## config.mk

```make
export PLATFORM = sky130hd
export DESIGN_NAME = fnt_frame_timing
export DESIGN_NICKNAME = d
export VERILOG_FILES = /design/src/logic/fnt_pkg.sv /design/src/logic/fnt_bit_counter.sv /design/src/logic/fnt_frame_timing.sv
export VERILOG_INCLUDE_DIRS = /design/src /design/src/logic
export SDC_FILE = /design/constraint.sdc
export NUM_CORES = 1
export LEC_CHECK = 0
export BUFFER_PORTS_ARGS = -buffer_cell sky130_fd_sc_hd__buf_2
export CORE_UTILIZATION = 30
export CTS_CLUSTER_SIZE = 8
export DETAILED_ROUTE_END_ITERATION = 16
export PLACE_DENSITY_LB_ADDON = 0.12
export SYNTH_ARGS = -nofsm -noshare
export SYNTH_HDL_FRONTEND = slang
export SYNTH_HIERARCHICAL = 1
export SYNTH_SLANG_ARGS = --single-unit
```

## constraint.sdc

```tcl
create_clock -name clk -period 3 [get_ports clk]
set_clock_uncertainty 0.05 [all_clocks]
set_input_delay 0.15 -clock clk [delete_from_list [all_inputs] [get_ports clk]]
set_output_delay 0.15 -clock clk [all_outputs]
set_load 0.05 [all_outputs]
```

## src/logic/fnt_regs.svh

```systemverilog
// Purpose: register codes, field positions and reset values of the frame timing block
// Assumes: command codes are 8 bits, bit 7 set marks a write
// Notes: definitions only
`ifndef FNT_REGS_SVH
`define FNT_REGS_SVH
`define FNT_CMD_FRAME_RD 8'h0F
`define FNT_CMD_CUTOFF_RD 8'h11
`define FNT_CMD_CUTOFF_WR 8'h91
`define FNT_CMD_HUBA_RD 8'h12
`define FNT_CMD_HUBA_WR 8'h92
`define FNT_CUTOFF_RST 11'h628
`define FNT_FRAME_LEN_RST 14'h2EDF
`define FNT_HUBA_SETTLE_RST 8'h18
`define FNT_HUBA_PORTS_RST 8'h02
`define FNT_HUBA_SETTLE_HI 31
`define FNT_HUBA_SETTLE_LO 24
`define FNT_HUBA_NOGUARD 12
`define FNT_HUBA_OVLMODE 11
`define FNT_HUBA_COMPOUND 10
`define FNT_HUBA_NOSWITCH 9
`define FNT_HUBA_SWMODE 8
`define FNT_HUBA_PORTS_HI 7
`define FNT_PORTS_MIN 8'h01
`define FNT_PORTS_MAX 8'h02
`endif

```

## src/logic/fnt_pkg.sv

```systemverilog
// Purpose: shared types of the frame timing block
// Assumes: nothing
// Notes: constants live in fnt_regs.svh
package fnt_pkg;
  typedef logic [15:0] fnt_count_t;
  typedef enum logic [1:0] {
    FNT_IDLE = 2'b00,
    FNT_RUN = 2'b01
  } fnt_run_e;
endpackage

```

## src/logic/fnt_bit_counter.sv

```systemverilog
// Purpose: bit-times-left down counter with reload at frame end
// Assumes: bit_tick is a one-cycle pulse per bit time
// Notes: reload pulse is combinational, high in the cycle whose edge reloads the counter
`timescale 1ns/1ns
module fnt_bit_counter #(
  parameter int WIDTH = 14
) (
  input wire logic clk,
  input wire logic rst,
  input wire logic bit_tick,
  input wire logic start,
  input wire logic [WIDTH-1:0] frame_length_value,
  output logic [WIDTH-1:0] bit_times_left,
  output logic reload
);
  // reload pulse on the reload edge
  assign reload = bit_tick && !start && (bit_times_left == '0);

  always_ff @(posedge clk) begin
    if (rst) begin
      bit_times_left <= '0;
    end else begin
      if (start) begin
        bit_times_left <= frame_length_value;
      end else if (bit_tick) begin
        if (bit_times_left == '0) begin
          bit_times_left <= frame_length_value;
        end else begin
          bit_times_left <= bit_times_left - 1'b1;
        end
      end
    end
  end
endmodule // fnt_bit_counter

```

## src/logic/fnt_frame_timing.sv

```systemverilog
// Purpose: frame number, slow transfer cutoff and first hub descriptor
// Assumes: command port synchronous to clk; 20 MHz clock, bit ticks from outside
// Notes: reads answer one cycle after the command strobe
// Functional notes
// - Frame count rises on each bit-times-left reload.
// - Frame count wraps from FFFF to zero.
// - Entering running state increments frame count once.
// - Every frame count advance sets the frame-start flag.
// - Code 0F reads frame count, upper sixteen bits zero.
// - Codes 11 and 91 read and write the cutoff register.
// - Low-speed start only when bit-times-left is at least the cutoff.
// - Cutoff guards an 8-byte low-speed packet; software keeps it.
// - Hub registers are accessed as whole 32-bit words.
// - Hub descriptor writes accepted in every state.
// - First hub descriptor field layout, compound flag reads zero.
// - Bit-times-left decrements per bit, reloads at zero.
// - Port count reports one or two ports.
`timescale 1ns/1ns
`include "fnt_regs.svh"
module fnt_frame_timing #(
  parameter int FL_WIDTH = 14,
  parameter int CUT_WIDTH = 11
) (
  input wire logic clk,
  input wire logic rst,
  input wire logic bit_tick,
  input wire logic run_request,
  input wire logic [FL_WIDTH-1:0] frame_length_value,
  input wire logic cmd_valid,
  input wire logic [7:0] cmd_code,
  input wire logic [31:0] cmd_wdata,
  input wire logic ls_request,
  input wire logic frame_start_clear,
  output logic [31:0] rd_data,
  output logic rd_valid,
  output logic running_state,
  output logic frame_start_flag,
  output logic ls_start,
  output logic [FL_WIDTH-1:0] bit_times_left
);
  fnt_pkg::fnt_run_e run_r;
  fnt_pkg::fnt_run_e run_nxt;
  fnt_pkg::fnt_count_t frame_count_r;
  logic [CUT_WIDTH-1:0] cutoff_r;
  logic [7:0] settle_r;
  logic noguard_r;
  logic ovlmode_r;
  logic noswitch_r;
  logic swmode_r;
  logic [7:0] ports_r;
  logic reload;
  logic enter_run;
  logic advance;
  logic [31:0] huba_word;
  fnt_pkg::fnt_count_t frame_count_nxt;
  logic [7:0] ports_nxt;
  logic [FL_WIDTH-1:0] cutoff_wide;
  logic ls_room;
  logic wr_cutoff;
  logic wr_huba;

  // Next run state follows the request level
  always_comb begin
    case (run_r)
      fnt_pkg::FNT_IDLE: run_nxt = run_request ? fnt_pkg::FNT_RUN : fnt_pkg::FNT_IDLE;
      fnt_pkg::FNT_RUN: run_nxt = run_request ? fnt_pkg::FNT_RUN : fnt_pkg::FNT_IDLE;
      default: run_nxt = fnt_pkg::FNT_IDLE;
    endcase
  end

  assign enter_run = (run_r == fnt_pkg::FNT_IDLE) && (run_nxt == fnt_pkg::FNT_RUN);
  assign advance = reload || enter_run;

  // Write strobes decoded once for the register processes
  assign wr_cutoff = cmd_valid && (cmd_code == `FNT_CMD_CUTOFF_WR);
  assign wr_huba = cmd_valid && (cmd_code == `FNT_CMD_HUBA_WR);

  // wrap to zero after the top value
  always_comb begin
    if (frame_count_r == '1) begin
      frame_count_nxt = '0;
    end else begin
      frame_count_nxt = frame_count_r + 16'h0001;
    end
  end

  // port count clamped to the supported range
  always_comb begin
    ports_nxt = cmd_wdata[`FNT_HUBA_PORTS_HI:0];
    if (ports_nxt < `FNT_PORTS_MIN) begin
      ports_nxt = `FNT_PORTS_MIN;
    end else if (ports_nxt > `FNT_PORTS_MAX) begin
      ports_nxt = `FNT_PORTS_MAX;
    end
  end

  // cutoff widened to the counter width for the compare
  assign cutoff_wide = {{(FL_WIDTH-CUT_WIDTH){1'b0}}, cutoff_r};
  assign ls_room = (bit_times_left >= cutoff_wide);

  fnt_bit_counter #(.WIDTH(FL_WIDTH)) u_bits (
    .clk(clk),
    .rst(rst),
    .bit_tick(bit_tick && (run_r == fnt_pkg::FNT_RUN)),
    .start(enter_run),
    .frame_length_value(frame_length_value),
    .bit_times_left(bit_times_left),
    .reload(reload)
  );

  // running state exported to gate state-register writes
  always_ff @(posedge clk) begin
    if (rst) begin
      run_r <= fnt_pkg::FNT_IDLE;
      running_state <= 1'b0;
    end else begin
      case (run_r)
        fnt_pkg::FNT_IDLE: run_r <= run_nxt;
        fnt_pkg::FNT_RUN: run_r <= run_nxt;
        default: run_r <= fnt_pkg::FNT_IDLE;
      endcase
      running_state <= run_request;
    end
  end

  always_ff @(posedge clk) begin
    if (rst) begin
      frame_count_r <= '0;
    end else if (advance) begin
      frame_count_r <= frame_count_nxt;
    end
  end

  always_ff @(posedge clk) begin
    if (rst) begin
      frame_start_flag <= 1'b0;
    end else if (advance) begin
      frame_start_flag <= 1'b1;
    end else if (frame_start_clear) begin
      frame_start_flag <= 1'b0;
    end
  end

  always_ff @(posedge clk) begin
    if (rst) begin
      cutoff_r <= `FNT_CUTOFF_RST;
    end else if (wr_cutoff) begin
      cutoff_r <= cmd_wdata[CUT_WIDTH-1:0];
    end
  end

  always_ff @(posedge clk) begin
    if (rst) begin
      settle_r <= `FNT_HUBA_SETTLE_RST;
      noguard_r <= 1'b0;
      ovlmode_r <= 1'b1;
      noswitch_r <= 1'b0;
      swmode_r <= 1'b1;
      ports_r <= `FNT_HUBA_PORTS_RST;
    end else if (wr_huba) begin
      settle_r <= cmd_wdata[`FNT_HUBA_SETTLE_HI:`FNT_HUBA_SETTLE_LO];
      noguard_r <= cmd_wdata[`FNT_HUBA_NOGUARD];
      ovlmode_r <= cmd_wdata[`FNT_HUBA_OVLMODE];
      noswitch_r <= cmd_wdata[`FNT_HUBA_NOSWITCH];
      swmode_r <= cmd_wdata[`FNT_HUBA_SWMODE];
      ports_r <= ports_nxt;
    end
  end

  always_comb begin
    huba_word = '0;
    huba_word[`FNT_HUBA_SETTLE_HI:`FNT_HUBA_SETTLE_LO] = settle_r;
    huba_word[`FNT_HUBA_NOGUARD] = noguard_r;
    huba_word[`FNT_HUBA_OVLMODE] = ovlmode_r;
    huba_word[`FNT_HUBA_COMPOUND] = 1'b0;
    huba_word[`FNT_HUBA_NOSWITCH] = noswitch_r;
    huba_word[`FNT_HUBA_SWMODE] = swmode_r;
    huba_word[`FNT_HUBA_PORTS_HI:0] = ports_r;
  end

  always_ff @(posedge clk) begin
    if (rst) begin
      rd_data <= '0;
      rd_valid <= 1'b0;
    end else begin
      rd_valid <= 1'b0;
      if (cmd_valid) begin
        case (cmd_code)
          `FNT_CMD_FRAME_RD: begin
            rd_data <= {16'h0000, frame_count_r};
            rd_valid <= 1'b1;
          end
          `FNT_CMD_CUTOFF_RD: begin
            rd_data <= {{(32-CUT_WIDTH){1'b0}}, cutoff_r};
            rd_valid <= 1'b1;
          end
          `FNT_CMD_HUBA_RD: begin
            rd_data <= huba_word;
            rd_valid <= 1'b1;
          end
          default: rd_data <= rd_data;
        endcase
      end
    end
  end

  always_ff @(posedge clk) begin
    if (rst) begin
      ls_start <= 1'b0;
    end else begin
      ls_start <= ls_request && (run_r == fnt_pkg::FNT_RUN) && ls_room;
    end
  end
endmodule // fnt_frame_timing

```

==> results of run 1 <==
==> layer usage <==
| metal | vias to the layer above | track usage (%) | part of all wire, % |
|---|---|---|---|
| li1 | 2079 | - | - |
| met1 | 1934 | 23.4 | 49 |
| met2 | 95 | 27.5 | 46 |
| met3 | 11 | 3.51 | 3.8 |
| met4 | 0 | 4.97 | 0.95 |
| met5 | - | 0 | 0 |
==> Yosys cell counts, drive strengths merged (4+ instances only) <==
master	n	area share (%)
a211o	5	0.99
a211oi	11	2.7
a21oi	31	3.5
a22oi	13	2.2
and2	8	1.1
and3	6	0.85
buf	17	2.7
clkbuf	20	1.9
dfxtp	89	40
ha	13	3.7
inv	22	1.9
mux2i	9	2.0
nand2	55	4.7
nand3	21	2.4
nand3b	6	1.0
nand4	8	1.1
nor2	63	5.3
nor2b	5	0.71
nor3	23	2.6
nor4	9	1.4
nor4b	4	0.79
o211ai	6	1.0
o21ai	12	1.4
or3	4	0.68
or4	6	1.2
xnor2	10	2.0
xor2	6	1.2
==> sequential cells by signal, summed over array words and instances, names as in the netlist <==
name                   flops
ports_r                    8
frame_start_flag           1
settle_r                   8
u_bits/bit_times_left     14
swmode_r                   1
ovlmode_r                  1
frame_count_r             16
noswitch_r                 1
rd_valid                   1
noguard_r                  1
running_state              1
rd_data                   24
ls_start                   1
cutoff_r                  11
==> critical path, stage by stage, from the launching register on <==
cell and delay [ns]:
dfxtp_1 0.36, inv_1 0.09, ha_1 0.25, nor4b_4 0.33, nand4b_1 0.21, nor3_1 0.29, o2111ai_1 0.36, nor3_1 0.32
xnor2_1 0.15, nor2_1 0.05
==> what timing repair did <==
item	CTS	global route
hold buffers	20	0
endpoints found under the hold margin	20	0
gates resized for setup	0	1
endpoints found under the setup margin	0	2
==> logic make-up (layout without fill, tap and decap cells) <==
family	Yosys count	in the layout	synth area share, %
xor+xnor	16	16	3.17
flops	89	89	40.3
fa+ha+maj	13	13	3.68
simple gates	233	233	26.9
compound gates	103	103	16.7
other cells	1	8	0.0848
buf+inv	60	164	6.62
mux	11	11	2.63
==> worst paths after layout <==
check | startpoint | end | slack, ns | cells after the start
worst max-delay path | u_bits/bit_times_left[0] | frame_count_r[12] | 0.40 | 9
worst min-delay path | cmd_wdata[0] | cutoff_r[0] | 0.005 | 3
worst max register to register | u_bits/bit_times_left[0] | frame_count_r[12] | 0.40 | 9
worst min register to register | settle_r[3] | rd_data[27] | 0.40 | 2
==> power breakdown <==
part	switching (W)	internal, W	total [W]
Combinational	0.000327	0.000195	0.000522
Sequential	0.0000537	0.00121	0.00126
Clock	0.000519	0.000575	0.00109
==> metrics by stage <==
step	utilization [%]	setup WS [ns]
floorplan	-	0.162
global placement	34.9	0.435
detailed placement	34.9	0.331
CTS	38.3	0.294
global route	38.3	0.0874
finish	38.3	0.395
==> cell type report <==
class / count / share of cell area [%]
Sequential cell: 89 / 32.1
Timing Repair Buffer: 125 / 13.7
Clock inverter: 7 / 1.08
Inverter: 23 / 1.56
Tap cell: 184 / 4.15
Multi-Input combinational cell: 384 / 43.4
Clock buffer: 9 / 4.06
==> key figures, run 1 <==
Synthesis
  • Main synth FF type: dfxtp_1
  • Synth Warn #: 6
  • Post-synthesis cell area: 0.00442 mm^2
  • Share of flip-flops with an asynchronous set or reset: 0%
  • FF+latch count, synth: between 80 and 90
  • Synth unique cells: 63
  • Syn Inst Count: approximately 530
  • Register area share after synthesis: 40.3%
  • Synthesized area per cell: 8.41 um^2
  • Number of flops mapped to enable cells by yosys: 0

Timing
  • Fin. Hold Viols: 0
  • RSZ-0062 raised after global routing: no
  • Fmax: 384 MHz
  • Total negative setup slack: 0 ns
  • Final setup viols: 0
  • Slew Viols, Final: 0
  • Slew headroom: 47.8%
  • Period Utilization, post-route: 86.8%
  • Period minus WS final: 2.60 ns
  • Hold WS: between 0.004 and 0.005 ns
  • Worst-margin pin slew: 0.783 ns

Clock network
  • Clock-pin transition on the worst setup and hold timing paths: ~0.07 ns
  • Clock sinks: 89
  • Skew-Pair Late Insertion Delay: 0.35 ns
  • # Post-CTS Setup Buffers: 0
  • Root buffer cell: clkbuf_16
  • TritonCTS Buffers: 9
  • CTS H-Tree Depth: 3
  • Max clock buf depth: 2
  • CTS tree: built

Min path
  • Type of the most critical hold path: primary input to register

Critical path
  • Startpoint types: register
  • CP Capture Type: register
  • Critical Path RT: 3.17 ns
  • CP Class: register to register
  • Worst EP arrival: 2.78 ns
  • Worst-path fanout max: 6

GRT
  • Total track usage: 17.2%
  • Total gr overflow: 0
  • Largest net degree at the start of global routing: 43
  • Initial antenna violation count: 0
  • Vias in the first global route: 3878
  • First-pass GRT wire length: 20.2 mm

Route
  • Vias/cell: roughly 5.0
  • Routed wire length: around 13 mm
  • Wire length per cell: 15.3 um
  • Routed Antenna Nets: 0
  • Vias: 4119
  • DRT iter0 DRCs: about 270
  • DRC: 0
  • TritonRoute pass-1 iters: 4

Cells and area
  • Ratio of cells with drive above 1 in the final layout: between 20% and 30%
  • Post-route cell area: roughly 0.0056 mm^2
  • Finished Layout Cells: between 800 and 900
  • Reg area: ~0.0018 mm^2
  • # diodes: 0
  • Syn-to-layout area delta: 25.6%
  • Most common cell after layout, fill and taps aside: buf_2
  • Most frequent cells in the layout: 91 x buf_2, 89 x dfxtp_1, 63 x nor2_1
  • Nets: 706
  • Area of the multi-input gates: around 0.0024 mm^2
  • Fill cell count: around 1500

Die
  • Area of the die: between 0.015 and 0.02 mm^2
  • I/O Pins: roughly 110
  • Starting Density: between 30% and 40%
  • FP Rows: 44
  • Chip width: ~120 um
  • Die height: 123 um
  • Core ar.: between 0.01 and 0.015 mm^2

Power and ir drop
  • Leakage power: approximately 2.3 nW
  • Worst vdd ir: 0.360 mV
  • Power Total: 0.00288 W
  • PwrDens: approximately 520 mW/mm^2

Placement
  • IO buf count: 91
  • Placed cell areas: 0.00506 mm^2
  • GP Congestion: slightly below 0.8
  • DP HPWL: 9.10 mm
  • Dpl cells: 785

Status
  • Status: finished, final reports clean

Job
  • Max-cap violations: 0
Note: power is estimated with default switching activity, not from simulation.
==> inputs of run 2 (changes only) <==
Settings changed: CORE_UTILIZATION 30 to 41.
==> run 2 against run 1 <==
Flip-flop and latch count unchanged. Non-clock buffer count rose by 8. First-iteration DRC count fell by 28%. Final cell count decreased by 5.2%. Largest cell class unchanged.
==> key figures, run 2 (synthesized netlist as in run 1, its figures left out) <==
Status
  • Status: finished, final reports clean

Timing
  • Hold WS: 0.0299 ns (+0.0250 ns)
  • RSZ-0062 raised after global routing: no
  • Worst-margin pin slew: 1.01 ns (+0.230 ns)
  • Fin. Hold Viols: 0 (unchanged)
  • Fmax: 377 MHz (-1.9%)
  • Total negative setup slack: 0 ns (unchanged)
  • Period minus WS final: 2.66 ns (+0.0508 ns)
  • Period Utilization, post-route: 88.5% (+1.7 points)
  • Slew Viols, Final: 0 (unchanged)
  • Slew headroom: 32.5% (-15 points)
  • Final setup viols: 0 (unchanged)

GRT
  • Total track usage: 21.9% (+4.6 points)
  • Vias in the first global route: 4033 (+4.0%)
  • Largest net degree at the start of global routing: 46 (+7.0%)
  • Total gr overflow: 0 (unchanged)
  • Initial antenna violation count: 0 (unchanged)
  • First-pass GRT wire length: 19.4 mm (-3.6%)

Clock network
  • Max clock buf depth: 2 (unchanged)
  • Clock-pin transition on the worst setup and hold timing paths: 0.08 ns (about the same)
  • Post-CTS Resized: 0 (unchanged)
  • CTS H-Tree Depth: 3 (unchanged)
  • Root buffer cell: clkbuf_8
  • CTS tree: built
  • Hold Buf Count CTS: 29 (+45%)
  • Clock sinks: 89 (unchanged)
  • Skew-Pair Late Insertion Delay: 0.37 ns (+0.02 ns)
  • TritonCTS Buffers: 9 (unchanged)
  • # Post-CTS Setup Buffers: 0 (unchanged)

Critical path
  • Worst-path fanout max: 6 (unchanged)
  • CP Class: register to register
  • Worst EP arrival: 2.86 ns (+0.08 ns)
  • Critical Path RT: 3.20 ns (+0.03 ns)
  • Startpoint types: register
  • Worst R2R Start: u_bits/bit_times_left[0]
  • Worst Setup SP: u_bits/bit_times_left[0]
  • CP Capture Type: register

Cells and area
  • Post-route cell area: 0.00548 mm^2 (-1.4%)
  • Ratio of cells with drive above 1 in the final layout: 21.5% (-0.95 points)
  • Finished Layout Cells: 778 (-5.2%)
  • Nets: 714 (+1.1%)
  • Syn-to-layout area delta: 23.9%
  • Utilization after layout: 52.8% (+14 points)
  • Largest registers: rd_data x24, frame_count_r x16, u_bits/bit_times_left x14
  • Most common cell after layout, fill and taps aside: buf_2
  • Largest register FFs: 24 (unchanged)
  • Register bank with the most flops: rd_data
  • Most frequent cells in the layout: 91 x buf_2, 89 x dfxtp_1, 63 x nor2_1
  • # diodes: 0 (unchanged)

Min path
  • Type of the most critical hold path: primary input to register
  • Hold wc startpoint: frame_length_value[1]

Power and ir drop
  • Worst vdd ir: 0.325 mV (-9.6%)
  • PwrDens: 486 mW/mm^2 (-6.4%)
  • Leakage power: 2.27 nW (-0.31%)

Die
  • Core ar.: 0.0104 mm^2 (-28%)
  • Die height: 106 um (-14%)
  • Starting Density: 42.6% (+12 points)
  • Chip width: 106 um (-14%)
  • FP Rows: 37 (-16%)
  • I/O Pins: 111 (unchanged)
  • Area of the die: 0.0112 mm^2 (-26%)

Route
  • Routed Antenna Nets: 0 (unchanged)
  • Wire length per cell: 15.2 um (-0.95%)
  • TritonRoute pass-1 iters: 4 (unchanged)
  • Vias/cell: 5.38 (+7.3%)
  • Vias: 4188 (+1.7%)
  • Routed wire length: 11.8 mm (-6.1%)
  • DRT iter0 DRCs: 194 (-28%)
  • DRC: 0 (unchanged)

Placement
  • DP HPWL: 8.33 mm (-8.4%)
  • IO buf count: 91 (unchanged)
  • Dpl cells: 736 (-6.2%)
  • GP Congestion: 0.843 (+6.4%)
  • Placed cell areas: 0.00499 mm^2 (-1.3%)

Job
  • Max-cap violations: 0 (unchanged)
[run 2: layout make-up]
cell class | instances | area [um^2]
fill | 1046 | 4890
sequential | 89 | 1780
inverter | 23 | 86.3
clock buffer | 10 | 128
tap | 136 | 170
timing repair buffer | 133 | 843
clock inverter | 3 | 68.8
multi-input combinational | 384 | 2400
[run 2: worst paths after layout]
kind	endpoint	slack (ns)	cells past startpoint
worst max-delay path	frame_count_r[12]	0.34	9
worst min-delay path	u_bits/bit_times_left[1]	0.03	3
worst max register to register	frame_count_r[12]	0.34	9
worst min register to register	rd_data[24]	0.40	2
[run 2: routing by layer]
layer | up-vias | wire (um) | track usage (%)
met5 | - | 0 | 0
met2 | 109 | 5570 | 35.1
li1 | 2088 | - | -
met4 | 0 | 238 | 8.93
met3 | 19 | 497 | 5.07
met1 | 1972 | 5490 | 28.2
[run 2: through the flow]
stage | setup slack [ns] | total power [W]
after CTS | 0.343 | 0.00267
after global placement | 0.526 | 0.00177
after global routing | 0.0518 | 0.00278
after detailed placement | 0.391 | 0.00178
after floorplan | 0.162 | 0.00164
final | 0.345 | 0.00266
[run 2: power by group]
group | internal, W | total [W] | switching, W
combinational | 0.000201 | 0.000527 | 0.000327
clock | 0.000457 | 0.000873 | 0.000415
sequential | 0.00121 | 0.00126 | 0.0000505
total | 0.00187 | 0.00266 | 0.000793
[run 2: worst max-delay path: stages (launching register included)]
cell,delay [ns]
dfxtp_1,0.36
inv_1,0.09
ha_1,0.22
nor4b_2,0.45
nand4b_1,0.20
nor3_1,0.28
o2111ai_1,0.34
nor3_1,0.33
xnor2_1,0.15
nor2_1,0.05
